--- src/hdl/dfd_map.svh ---
// Constants for the disk FIFO DMA bus-master sequencer.
// Included by every design file of the block except the package; definitions only.
// Operation
// - Address-phase indicator low exactly while the bus carries an address.
// - Read/write and prefetch strobes generated whatever the transfer direction.
// - Status lines show a memory cycle in Ts, T1 and T2, otherwise high.
// - Data buffer enable driven during transfers; direction follows transfer direction.
// - Transfer-active asserted while the sequencer owns the bus.
// - Ready is synchronized; low ready in T3 inserts Tw; early lows ignored.
// - Wait states continue without limit while ready stays low.
// - Start command gives a low strobe pulse that sets the running flag.
// - FIFO available raises request; grant raises active; next cycle is Ts.
// - On grant loss finish word, drop request, clear active a cycle later.
// - Wait one more cycle, then request again if FIFO available.
// - Running flag stays high while suspended with operation incomplete.
// - Renewed grant reasserts active and resumes at the next cycle.
// - FIFO unusable releases the bus; no request until usable.
// - FIFO usable again raises the request as in a normal start.
// - Terminal count goes low when words done equal programmed count.
// - Completion asserts the low interrupt and clears the running flag.
// - FIFO unavailable when full to disk or empty to memory.
// - Illegal inputs set error, freeze status, interrupt, return to idle.
// - Each word increments two's-complement count and 24-bit address.
`ifndef DFD_MAP_SVH
`define DFD_MAP_SVH
`define DFD_ADDR_W 24
`define DFD_COUNT_W 8
`define DFD_COUNT_ZERO 8'h00
`define DFD_ADDR_ZERO 24'h000000
`define DFD_ADDR_STEP 24'h000002
`define DFD_COUNT_STEP 8'h01
// Bus status codes on the three status lines
`define DFD_STAT_PASSIVE 3'h7
`define DFD_STAT_MEM_READ 3'h5
`define DFD_STAT_MEM_WRITE 3'h6
`define DFD_SYNC_ZERO 2'h0
`endif

--- src/hdl/dfd_pkg.sv ---
// Types shared by the sequencer and its helpers.
// Assumes dfd_map.svh is compiled alongside.
package dfd_pkg;
  typedef enum logic [3:0] {
    DFD_IDLE = 4'b0000,
    DFD_WAIT_FIFO = 4'b0001,
    DFD_SEND_REQ = 4'b0010,
    DFD_WAIT_GRANT = 4'b0011,
    DFD_TS = 4'b0100,
    DFD_T1 = 4'b0101,
    DFD_T2 = 4'b0110,
    DFD_T3 = 4'b0111,
    DFD_TW = 4'b1000,
    DFD_T4 = 4'b1001,
    DFD_DROP = 4'b1010,
    DFD_RELEASE = 4'b1011,
    DFD_DONE = 4'b1100
  } dfd_state_t;

  // Bus-side control group, all registered
  typedef struct packed {
    logic addr_phase_n;
    logic mem_read_write_n;
    logic queue_prefetch_n;
    logic status_line_gate;
    logic [2:0] status_lines;
    logic data_buffer_enable_n;
    logic data_buffer_dir;
  } dfd_bus_ctl_t;
endpackage

--- src/hdl/dfd_sync2.sv ---
// Two-flop synchronizer for the ready and grant levels.
// Inputs may change at any time relative to ref_clk.
`timescale 1ns/1ns
`default_nettype none
`include "dfd_map.svh"
module dfd_sync2
  import dfd_pkg::*;
(
  // Clock and reset
  input wire logic ref_clk,
  input wire logic sys_rst,
  // Levels
  input wire logic [1:0] async_in,
  output logic [1:0] sync_out
);
  logic [1:0] stage1;

  // First stage feeds only the second stage
  always_ff @(posedge ref_clk) begin
    if (sys_rst) begin
      stage1 <= `DFD_SYNC_ZERO;
      sync_out <= `DFD_SYNC_ZERO;
    end else begin
      stage1 <= async_in;
      sync_out <= stage1;
    end
  end
endmodule // dfd_sync2
`default_nettype wire

--- src/hdl/dfd_word_counter.sv ---
// Word count and address counters for one operation.
// Host loads them while the sequencer is idle.
`timescale 1ns/1ns
`default_nettype none
`include "dfd_map.svh"
module dfd_word_counter
  import dfd_pkg::*;
(
  // Clock and reset
  input wire logic ref_clk,
  input wire logic sys_rst,
  // Loading
  input wire logic load_count,
  input wire logic [`DFD_COUNT_W-1:0] count_value,
  input wire logic load_addr,
  input wire logic [`DFD_ADDR_W-1:0] addr_value,
  // Stepping and results
  input wire logic word_step,
  output logic [`DFD_ADDR_W-1:0] bus_address,
  output logic terminal_count_n
);
  logic [`DFD_COUNT_W-1:0] count;

  // Count value after one more word; wraps through zero
  function automatic logic [`DFD_COUNT_W-1:0] step_count(input logic [`DFD_COUNT_W-1:0] c);
    step_count = c + `DFD_COUNT_STEP;
  endfunction

  // Two's-complement count climbs toward zero
  always_ff @(posedge ref_clk) begin
    if (sys_rst) begin
      count <= `DFD_COUNT_ZERO;
    end else if (load_count) begin
      count <= count_value;
    end else if (word_step) begin
      count <= step_count(count);
    end
  end

  // Address advances one word per transfer
  always_ff @(posedge ref_clk) begin
    if (sys_rst) begin
      bus_address <= `DFD_ADDR_ZERO;
    end else if (load_addr) begin
      bus_address <= addr_value;
    end else if (word_step) begin
      bus_address <= bus_address + `DFD_ADDR_STEP;
    end
  end

  // Low once every programmed word has moved
  always_ff @(posedge ref_clk) begin
    if (sys_rst || load_count) begin
      terminal_count_n <= 1'b1;
    end else if (word_step) begin
      // Follows the stepped count so T4 of the last word already sees it
      terminal_count_n <= (step_count(count) != `DFD_COUNT_ZERO);
    end
  end
endmodule // dfd_word_counter
`default_nettype wire

--- src/hdl/dfd_sequencer.sv ---
// Bus-master sequencer moving words between the disk FIFO and memory.
// Assumes synchronous command inputs; ready and grant are asynchronous.
`timescale 1ns/1ns
`default_nettype none
`include "dfd_map.svh"
module dfd_sequencer
  import dfd_pkg::*;
(
  // Clock and reset
  input wire logic ref_clk,
  input wire logic sys_rst,
  // Host commands
  input wire logic begin_transfer_cmd,
  input wire logic mem_to_disk,
  input wire logic load_count,
  input wire logic [`DFD_COUNT_W-1:0] count_value,
  input wire logic load_addr,
  input wire logic [`DFD_ADDR_W-1:0] addr_value,
  input wire logic status_clear,
  // FIFO state
  input wire logic queue_full,
  input wire logic queue_empty,
  // Memory and arbiter
  input wire logic memory_ready_in,
  input wire logic disk_bus_grant,
  output logic disk_bus_request,
  // Bus controls
  output dfd_bus_ctl_t bus_ctl,
  output logic [`DFD_ADDR_W-1:0] bus_address,
  // Status to host and controller
  output logic begin_strobe_n,
  output logic sequencer_running,
  output logic transfer_active,
  output logic terminal_count_n,
  output logic disk_xfer_irq_n,
  output logic error_flag
);
  dfd_state_t state;
  dfd_state_t next_state;
  logic [1:0] synced;
  logic synced_ready;
  logic synced_bus_grant;
  logic trimmed_ready;
  logic queue_usable;
  logic illegal_input;
  logic word_step;
  dfd_bus_ctl_t next_bus_ctl;

  // Status line code for the direction of the memory cycle
  function automatic logic [2:0] mem_status(input logic to_disk);
    mem_status = to_disk ? `DFD_STAT_MEM_READ : `DFD_STAT_MEM_WRITE;
  endfunction

  // Bus-cycle states, where the sequencer drives the bus
  function automatic logic in_bus_cycle(input dfd_state_t s);
    in_bus_cycle = (s == DFD_T1) || (s == DFD_T2) || (s == DFD_T3) || (s == DFD_TW) || (s == DFD_T4);
  endfunction

  dfd_sync2 u_sync (
    .ref_clk(ref_clk),
    .sys_rst(sys_rst),
    .async_in({memory_ready_in, disk_bus_grant}),
    .sync_out(synced)
  );

  assign synced_ready = synced[1];
  assign synced_bus_grant = synced[0];

  // Ready only matters in T3 and Tw; earlier dips are ignored
  assign trimmed_ready = synced_ready || !((state == DFD_T3) || (state == DFD_TW));

  // FIFO unavailable: full toward disk, empty toward memory
  assign queue_usable = !((queue_full && mem_to_disk) || (queue_empty && !mem_to_disk));

  // A FIFO both full and empty cannot happen
  assign illegal_input = queue_full && queue_empty;

  // One word completes when the data phase ends
  assign word_step = (state == DFD_T3 || state == DFD_TW) && trimmed_ready;

  dfd_word_counter u_count (
    .ref_clk(ref_clk),
    .sys_rst(sys_rst),
    .load_count(load_count),
    .count_value(count_value),
    .load_addr(load_addr),
    .addr_value(addr_value),
    .word_step(word_step),
    .bus_address(bus_address),
    .terminal_count_n(terminal_count_n)
  );

  // Start strobe, one cycle low per command
  always_ff @(posedge ref_clk) begin
    if (sys_rst) begin
      begin_strobe_n <= 1'b1;
    end else begin
      begin_strobe_n <= !(begin_transfer_cmd && state == DFD_IDLE);
    end
  end

  // Next-state logic
  always_comb begin
    next_state = state;
    if (illegal_input) begin
      next_state = DFD_IDLE;
    end else begin
      case (state)
        DFD_IDLE: begin
          // Only a fresh start leaves idle, never completion alone
          if (!begin_strobe_n) begin
            next_state = DFD_WAIT_FIFO;
          end
        end
        DFD_WAIT_FIFO: begin
          if (queue_usable) begin
            next_state = DFD_SEND_REQ;
          end
        end
        DFD_SEND_REQ: begin
          next_state = DFD_WAIT_GRANT;
        end
        DFD_WAIT_GRANT: begin
          // Grant returns only after the other master is gone
          if (synced_bus_grant) begin
            next_state = DFD_TS;
          end
        end
        DFD_TS: begin
          next_state = DFD_T1;
        end
        DFD_T1: begin
          next_state = DFD_T2;
        end
        DFD_T2: begin
          next_state = DFD_T3;
        end
        DFD_T3: begin
          next_state = trimmed_ready ? DFD_T4 : DFD_TW;
        end
        DFD_TW: begin
          // No cap on the wait; slow memory is trusted
          next_state = trimmed_ready ? DFD_T4 : DFD_TW;
        end
        DFD_T4: begin
          // Completion wins over FIFO or arbiter conditions
          if (!terminal_count_n) begin
            next_state = DFD_DONE;
          end else if (!synced_bus_grant || !queue_usable) begin
            next_state = DFD_DROP;
          end else begin
            next_state = DFD_T1;
          end
        end
        DFD_DROP: begin
          next_state = DFD_RELEASE;
        end
        DFD_RELEASE: begin
          // Extra cycle lets the arbiter hand the bus over
          next_state = DFD_WAIT_FIFO;
        end
        DFD_DONE: begin
          next_state = DFD_IDLE;
        end
        default: begin
          next_state = DFD_IDLE;
        end
      endcase
    end
  end

  // State register
  always_ff @(posedge ref_clk) begin
    if (sys_rst) begin
      state <= DFD_IDLE;
    end else begin
      state <= next_state;
    end
  end

  // Bus request held from send until the drop
  always_ff @(posedge ref_clk) begin
    if (sys_rst) begin
      disk_bus_request <= 1'b0;
    end else begin
      disk_bus_request <= (next_state == DFD_SEND_REQ) || (next_state == DFD_WAIT_GRANT)
        || (next_state == DFD_TS) || in_bus_cycle(next_state);
    end
  end

  // Active from Ts until the cycle after a release drops the request; completion or error clears both at once
  always_ff @(posedge ref_clk) begin
    if (sys_rst) begin
      transfer_active <= 1'b0;
    end else begin
      transfer_active <= (next_state == DFD_TS) || in_bus_cycle(next_state)
        || (next_state == DFD_DROP);
    end
  end

  // Bus control pattern, decoded from the coming state
  always_comb begin
    next_bus_ctl.addr_phase_n = (next_state != DFD_T1);
    next_bus_ctl.mem_read_write_n = !((next_state == DFD_T2) || (next_state == DFD_T3)
      || (next_state == DFD_TW));
    next_bus_ctl.queue_prefetch_n = !((next_state == DFD_T4) || (next_state == DFD_T1));
    next_bus_ctl.status_line_gate = (next_state == DFD_TS) || (next_state == DFD_T1)
      || (next_state == DFD_T2);
    next_bus_ctl.status_lines = next_bus_ctl.status_line_gate ? mem_status(mem_to_disk)
      : `DFD_STAT_PASSIVE;
    next_bus_ctl.data_buffer_enable_n = !in_bus_cycle(next_state);
    next_bus_ctl.data_buffer_dir = !mem_to_disk;
  end

  // Bus control register
  always_ff @(posedge ref_clk) begin
    if (sys_rst) begin
      bus_ctl <= '{1'b1, 1'b1, 1'b1, 1'b0, `DFD_STAT_PASSIVE, 1'b1, 1'b0};
    end else begin
      bus_ctl <= next_bus_ctl;
    end
  end

  // Running flag: set by strobe, cleared only at completion or error
  always_ff @(posedge ref_clk) begin
    if (sys_rst) begin
      sequencer_running <= 1'b0;
    end else if (next_state == DFD_DONE || illegal_input) begin
      sequencer_running <= 1'b0;
    end else if (!begin_strobe_n) begin
      sequencer_running <= 1'b1;
    end
  end

  // Interrupt held until the host starts again
  always_ff @(posedge ref_clk) begin
    if (sys_rst) begin
      disk_xfer_irq_n <= 1'b1;
    end else if (next_state == DFD_DONE || illegal_input) begin
      disk_xfer_irq_n <= 1'b0;
    end else if (!begin_strobe_n) begin
      disk_xfer_irq_n <= 1'b1;
    end
  end

  // Error is sticky; a new error beats a clear in the same cycle
  always_ff @(posedge ref_clk) begin
    if (sys_rst) begin
      error_flag <= 1'b0;
    end else if (illegal_input) begin
      error_flag <= 1'b1;
    end else if (status_clear) begin
      error_flag <= 1'b0;
    end
  end

  addr_phase_a: assert property (@(posedge ref_clk) disable iff (sys_rst)
    (bus_ctl.addr_phase_n == 1'b0) == (state == DFD_T1))
    else $error("address phase indicator out of step with T1");

  wait_insert_a: assert property (@(posedge ref_clk) disable iff (sys_rst)
    (state == DFD_T3 && !synced_ready && !illegal_input) |=> (state == DFD_TW))
    else $error("low ready in T3 did not insert a wait state");

  wait_hold_a: assert property (@(posedge ref_clk) disable iff (sys_rst)
    (state == DFD_TW && !synced_ready && !illegal_input) |=> (state == DFD_TW) && !bus_ctl.mem_read_write_n)
    else $error("wait state ended while ready was low");

  start_strobe_a: assert property (@(posedge ref_clk) disable iff (sys_rst)
    (begin_transfer_cmd && state == DFD_IDLE && !illegal_input) |=> !begin_strobe_n ##1 sequencer_running)
    else $error("start command did not set the running flag");

  grant_ts_a: assert property (@(posedge ref_clk) disable iff (sys_rst)
    (state == DFD_WAIT_GRANT && synced_bus_grant && !illegal_input)
      |=> (state == DFD_TS) && transfer_active ##1 (state == DFD_T1))
    else $error("grant did not lead through Ts into T1");

  release_seq_a: assert property (@(posedge ref_clk) disable iff (sys_rst)
    (state == DFD_T4 && !synced_bus_grant && terminal_count_n && !illegal_input)
      |=> !disk_bus_request && transfer_active ##1 !transfer_active && !in_bus_cycle(state))
    else $error("bus release sequence wrong after grant loss");

  fifo_release_a: assert property (@(posedge ref_clk) disable iff (sys_rst)
    (state == DFD_WAIT_FIFO && !queue_usable) |=> !disk_bus_request)
    else $error("bus requested while the FIFO was unusable");

  suspend_run_a: assert property (@(posedge ref_clk) disable iff (sys_rst)
    (state == DFD_RELEASE) |-> sequencer_running)
    else $error("running flag dropped during suspension");

  done_irq_a: assert property (@(posedge ref_clk) disable iff (sys_rst)
    (state == DFD_DONE) |-> !disk_xfer_irq_n && !sequencer_running)
    else $error("completion without interrupt and cleared running flag");

  status_idle_a: assert property (@(posedge ref_clk) disable iff (sys_rst)
    !bus_ctl.status_line_gate |-> (bus_ctl.status_lines == `DFD_STAT_PASSIVE))
    else $error("status lines active while not gated");

  error_trap_a: assert property (@(posedge ref_clk) disable iff (sys_rst)
    illegal_input |=> error_flag && (state == DFD_IDLE) && !disk_xfer_irq_n)
    else $error("illegal input did not trap to idle with error");

  // Pattern and handshake checks beyond the basic sequence
  run_start_a: assert property (@(posedge ref_clk) disable iff (sys_rst)
    (!begin_strobe_n && state == DFD_IDLE && !illegal_input) |=> (state == DFD_WAIT_FIFO) && sequencer_running)
    else $error("start strobe did not leave idle with running set");

  fifo_rerequest_a: assert property (@(posedge ref_clk) disable iff (sys_rst)
    (state == DFD_WAIT_FIFO && queue_usable && !illegal_input) |=> (state == DFD_SEND_REQ) && disk_bus_request)
    else $error("usable FIFO did not raise the bus request");

  bus_active_a: assert property (@(posedge ref_clk) disable iff (sys_rst)
    in_bus_cycle(state) |-> transfer_active && disk_bus_request && !bus_ctl.data_buffer_enable_n)
    else $error("bus cycle without active, request or buffer enable");

  strobe_pattern_a: assert property (@(posedge ref_clk) disable iff (sys_rst)
    (!bus_ctl.queue_prefetch_n == (state == DFD_T4 || state == DFD_T1))
      && (!bus_ctl.mem_read_write_n == (state == DFD_T2 || state == DFD_T3 || state == DFD_TW)))
    else $error("strobe pattern out of step with the state");

  buffer_dir_a: assert property (@(posedge ref_clk) disable iff (sys_rst)
    !bus_ctl.data_buffer_enable_n |-> (bus_ctl.data_buffer_dir == !$past(mem_to_disk)))
    else $error("buffer direction does not follow the transfer direction");

  mem_status_a: assert property (@(posedge ref_clk) disable iff (sys_rst)
    (state == DFD_T1) |-> bus_ctl.status_line_gate && (bus_ctl.status_lines == mem_status($past(mem_to_disk))))
    else $error("status lines not showing a memory cycle in T1");

  fifo_drop_a: assert property (@(posedge ref_clk) disable iff (sys_rst)
    (state == DFD_T4 && !queue_usable && terminal_count_n && !illegal_input)
      |=> (state == DFD_DROP) && !disk_bus_request)
    else $error("unusable FIFO did not release the bus");

  term_done_a: assert property (@(posedge ref_clk) disable iff (sys_rst)
    (state == DFD_T4 && !terminal_count_n && !illegal_input) |=> (state == DFD_DONE) && !disk_bus_request)
    else $error("terminal count in T4 did not complete the operation");

  release_idle_a: assert property (@(posedge ref_clk) disable iff (sys_rst)
    (state == DFD_RELEASE) |-> !disk_bus_request && !transfer_active && !bus_ctl.status_line_gate)
    else $error("bus activity while released");

  ready_sync_a: assert property (@(posedge ref_clk) disable iff (sys_rst)
    (!$past(sys_rst) && !$past(sys_rst, 2)) |-> (synced_ready == $past(memory_ready_in, 2))
      && (synced_bus_grant == $past(disk_bus_grant, 2)))
    else $error("ready or grant not delayed by two flops");
endmodule // dfd_sequencer
`default_nettype wire

--- config.mk ---
export PLATFORM = sky130hd
export DESIGN_NAME = dfd_sequencer
export DESIGN_NICKNAME = d
export VERILOG_FILES = /design/src/hdl/dfd_pkg.sv /design/src/hdl/dfd_sync2.sv /design/src/hdl/dfd_word_counter.sv /design/src/hdl/dfd_sequencer.sv
export VERILOG_INCLUDE_DIRS = /design/src /design/src/hdl
export SDC_FILE = /design/constraint.sdc
export NUM_CORES = 1
export LEC_CHECK = 0
export BUFFER_PORTS_ARGS = -buffer_cell sky130_fd_sc_hd__buf_2
export CAP_MARGIN = 20
export CORE_ASPECT_RATIO = 0.6
export CORE_UTILIZATION = 50
export CTS_CLUSTER_SIZE = 25
export DETAILED_ROUTE_END_ITERATION = 10
export GPL_ROUTABILITY_DRIVEN = 0
export PLACE_DENSITY_LB_ADDON = 0.2
export SYNTH_ARGS = -nofsm -noshare
export SYNTH_HDL_FRONTEND = slang
export SYNTH_SLANG_ARGS = --single-unit
--- constraint.sdc ---
create_clock -name ref_clk -period 2.5 [get_ports ref_clk]
set_input_delay 0.375 -clock ref_clk [delete_from_list [all_inputs] [get_ports ref_clk]]
set_output_delay 0.375 -clock ref_clk [all_outputs]
set_load 0.01 [all_outputs]
# == Word level (Yosys, flattened, before mapping) ==
# Index checks and enable logic that the tools add are counted.
# op_classes
addsub,2
n_eq_ne,23
n_mux,17
bitwise_logic,1
n_reduce_logical,40
# op_table
cell,n
$mux W24,2
$pmux W4 S11,1
$eq A4 B3 Y1 const B,8
$eq A4 B4 Y1 const B,8
$add A24 B2 Y24 const B,1
$mux W4,6
$logic_or A1 B1 Y1,20
$eq A4 B2 Y1 const B,4
$mux W8,2
$add A8 B1 Y8 const B,1
$reduce_bool A8 Y1,1
$logic_not A1 Y1,7
$reduce_bool A2 Y1,3
$reduce_or A2 Y1,3
$logic_and A1 B1 Y1,5
$mux W1,5
$eq A4 B1 Y1 const B,1
$logic_not A4 Y1,1
$ne A4 B3 Y1 const B,1
$mux W2,1
$ne A2 B1 Y1 const B,1
$not A1 Y1,1
# totals
regBits,56
output_inout_bits,40
word_cells,102

# == Logic depth before layout (Yosys ltp) ==
# logic_depth
depth_word,15
depth_mapped,8
depth_no_buf,6

# == By module ==
# From an unflattened synthesis, not the netlist that was laid out.
# hier_totals
cells_unflattened,314
hier_area_um2,2820.2
# by_module_without_submodules
mod,n_inst,cells_each,area_per_inst_um2
dfd_word_counter,1,210,1853.0
dfd_sequencer,1,96,862.1
dfd_sync2,1,8,105.1

# == Worst setup path after synthesis ==
# OpenSTA, ideal clock, no wires.
# synth_path
path_type,register to register
from,register state[1]
to,register u_count.count[7]
setup_time_ps,74
arrival_time_ps,1864
t_required_ps,2426
setup_slack_ps,562
path_stages_with_launch,6
path_cell_list,dfxtp_1 -> or4b_4 -> a21boi_4 -> nand4_1 -> or4_1 -> a31oi_1
# synth_between
elab_chain_cells,6
word_cells_on_any_way,7
# synth_lines
item,line_no,source
start: declaration,dfd_sequencer.sv:38,dfd_state_t state;
start signal: assignment,dfd_sequencer.sv:177,state <= next_state;
$eq A4 B3 Y1 or $eq A4 B4 Y1 (tied branches),"dfd_sequencer.sv:70, dfd_sequencer.sv:79",
$logic_or A1 B1 Y1 (*),"dfd_sequencer.sv:70, dfd_sequencer.sv:79",
$logic_not A1 Y1,dfd_sequencer.sv:70,assign trimmed_ready = synced_ready || !((state == DFD_T3) || (state == DFD_TW));
$logic_or A1 B1 Y1,dfd_sequencer.sv:70,
$logic_and A1 B1 Y1 (*),dfd_sequencer.sv:79,assign word_step = (state == DFD_T3 || state == DFD_TW) && trimmed_ready;
$reduce_bool A2 Y1 (no source line) (*),n/a,
end signal: assignment,dfd_word_counter.sv:32,count <= `DFD_COUNT_ZERO;
end signal: assignment,dfd_word_counter.sv:34,count <= count_value;
end signal: assignment,dfd_word_counter.sv:36,count <= step_count(count);
end: declaration,dfd_word_counter.sv:22,logic [`DFD_COUNT_W-1:0] count;
# Every way passes the cells marked *; elsewhere a longest branch is shown, timed or not.
# A chain may end at the register's enable or synchronous reset.

# == Worst setup path after layout ==
# layout_path
from,register state[3]
to,register u_count.count[7]
# The elaborated chain is that of the path after synthesis.

==> impl_results.md <==
* Worst-path clk slew at ~0.1 ns
* Die H at 60.1 µm
* Total CTS buffers at 5
* CTS Hold Buffers Added at 0
* I/O pin total at 83
* YS warnings at 0
* Starting Density at 53.8%
* Sequential area share after synthesis at 39.1%
* Min Tclk post-route at 2.31 ns
* Dpl ws at 0.232 ns
* Synth area leader: dfxtp_1
* Post-route clock period utilization at 92.4%
* RSZ-0062 raised after global routing: false
* Post-synth ARST share at 0%
* CTS max path bufs at 2
* Non-Filler Instances at 474
* Endpoint class of the critical path: register
* Critical path arrival at between 2 and 3 ns
* Gr usage total at 22.6%
* PostCTS Resize Cnt at 0
* Die Area at 5940 µm²
* Initial antenna violation count at 0
* Crit start category: register
* Most numerous cell in the Yosys netlist: dfxtp_1
* Ys flop type: dfxtp_1
* First-pass GRT wire length at 10400 µm
* Pwr/cell area at 502 nW/µm²
* DR vias at 2607
* Total overflow reported by the global router at 0
* N_diodes at 0
* Ranking of synthesized cells by area: dfxtp_1, mux2i_1, nor2_1, xnor2_1, xor2_1
* Post-CTS Setup Bufs at 0
* Post-DP Area at 3250 µm²
* Final setup vio count at 0
* DP HPWL at 4650 µm
* Critical path fanouts, max at 16
* Clock Skew at 0.00578 ns
* Post-synth EDFFs at 0
* Rows at 20
* Worst setup margin at ~0.19 ns
* Mean Syn Cell Area at about 8.4 µm²
* DRT Pass-1 Iters at 4
* Fin nets at 453
* #FFs+latches synth at 55
* Worst Max-Slew Pin Slew at between 0.7 and 0.8 ns
* WL/cell at approximately 14 µm
* DR DRC count at 0
* CTS H-tree depth at 2
* Count of pins over their slew limit at 0
* CTS sink cnt at 55
* Vias in the first global route at 2216
* Clk Latency, worst-skew pair at 0.31 ns
* CTS tree: yes
* Area Overhead vs Synth at 18.5%
* Die X at 98.9 µm
* Maximum VDD drop at ~0.32 mV
* Leakage at 1.43 nW
* Core ar. at 5230 µm²
* 1st-iter DRT viols at 121
* Max-cap violations at 0
* Vias/cell at ~5.5
* Final Hold Vio Count at 0
* Filler cell count at around 470
* Status: finished, final reports clean
* Synth cell count leaders: dfxtp_1, nor2_1, nand2_1
* Post-DRT Antenna Nets at 0
* Top-area cell type share of the netlist area at 39.1%
* Design area at 3330 µm²
* Final TNS setup at 0 ns
* FMAX at 433 MHz
* Unique cell type count in the Yosys netlist at 52
* R2R Setup Slk at 0.19 ns
* Total wire length at ~6500 µm
* Cells after Synth at 334
* Min-delay worst type: input pin to register
* Power Total at 0.00167 W
* Crit Path Class: register to register
* Port Buffer Count at 81
* DP Cell Count at 466
* Layout cells sized above 1 at 23.0%
* Synthesized cell area at 2810 µm²
* Slew HR at 50.9%
* Syn_nets at 380
* Req. time, crit path at approximately 2.7 ns
* Largest net degree at the start of global routing at 45
* CTS Root Cell: clkbuf_8
==> final timing paths <==
kind / from / to / cells after the start
hold reg to reg: u_sync.stage1[1]$_SDFF_PP0_ / u_sync.sync_out[1]$_SDFF_PP0_ / 1
setup reg to reg: state[3]$_SDFF_PP0_ / u_count.count[7]$_SDFFE_PP0P_ / 5
setup / recovery: state[3]$_SDFF_PP0_ / u_count.count[7]$_SDFFE_PP0P_ / 5
hold / removal: begin_transfer_cmd / begin_strobe_n$_SDFF_PP1_ / 2
==> critical path, stage by stage, from the launching register on <==
cell      delay, ns
dfxtp_1        0.64
or4b_4         0.57
a21boi_4       0.18
nand4_1        0.18
or4_1          0.51
a31oi_1        0.17
==> power by group <==
group | leakage, nW | total (W) | internal [W] | switching [W]
registers | 0.452 | 0.000971 | 0.000917 | 0.0000533
clock network | 0.0412 | 0.000479 | 0.000196 | 0.000282
logic | 0.941 | 0.000224 | 0.000109 | 0.000115
total | 1.43 | 0.00167 | 0.00122 | 0.000451
==> metal layers <==
layer	wire length (µm)	GRT usage [%]	up-vias
li1	-	-	1325
met1	3330	32.0	1178
met2	2690	33.1	98
met3	457	6.32	6
met4	55	7.46	0
met5	0	0	-
==> cells in the final DEF (no fill, tap or decap), types with 3 or more instances in the layout <==
cell,synthesis,layout
buf_4,1,3
nand4_1,10,10
mux2i_1,17,17
inv_1,13,13
o21a_1,7,7
o21ai_0,14,14
o211ai_1,3,3
nor2_1,42,42
xnor2_1,14,14
nor3_1,10,10
xor2_1,12,12
nand2_1,22,22
nand3_1,8,8
ha_1,3,3
nand3b_1,3,3
a21oi_1,18,18
dfxtp_1,55,55
and3_1,4,4
clkbuf_8,0,5
nor4_1,4,4
nor2b_1,13,13
nand2b_1,5,5
buf_2,3,81
==> state kept, by name (all words and copies together), names as in the netlist <==
signal and cells:
u_sync.stage1 2, transfer_active 1, error_flag 1, u_count.terminal_count_n 1, sequencer_running 1, begin_strobe_n 1, u_sync.sync_out 2, u_count.bus_address 24
state 4, bus_ctl 8, u_count.count 8, disk_xfer_irq_n 1, disk_bus_request 1
==> cell families (layout without fill, tap and decap cells) <==
| family | count (synthesis) | in the layout | synth area share [%] |
|---|---|---|---|
| and+or+nand+nor | 136 | 136 | 25.3 |
| DFF | 55 | 55 | 39.1 |
| muxes | 17 | 17 | 6.05 |
| xor gates and xnor gates | 26 | 26 | 8.09 |
| adders and majority gates | 3 | 3 | 1.33 |
| buffers and inverters | 31 | 105 | 4.40 |
| other | 1 | 1 | 0.133 |
| AOI/OAI and AO/OA | 65 | 65 | 15.5 |
==> final cells by class <==
class	count	area [µm²]	area share [%]
Inverter	13	48.8	1.46
Tap cell	66	82.6	2.48
Multi-Input combinational cell	248	1590	47.7
Timing Repair Buffer	84	428	12.8
Clock buffer	6	72.6	2.18
Clock inverter	2	12.5	0.375
Sequential cell	55	1100	33.0
==> per-stage QoR <==
stage / hold slack [ns] / utilization, %
after floorplan: 0.414 / -
after global placement: 0.420 / 62.1
after detailed placement: 0.424 / 62.1
after CTS: 0.259 / 63.8
after global routing: 0.247 / 63.8
final: 0.258 / 63.8
No activity file was read; power rests on OpenSTA's default activity.
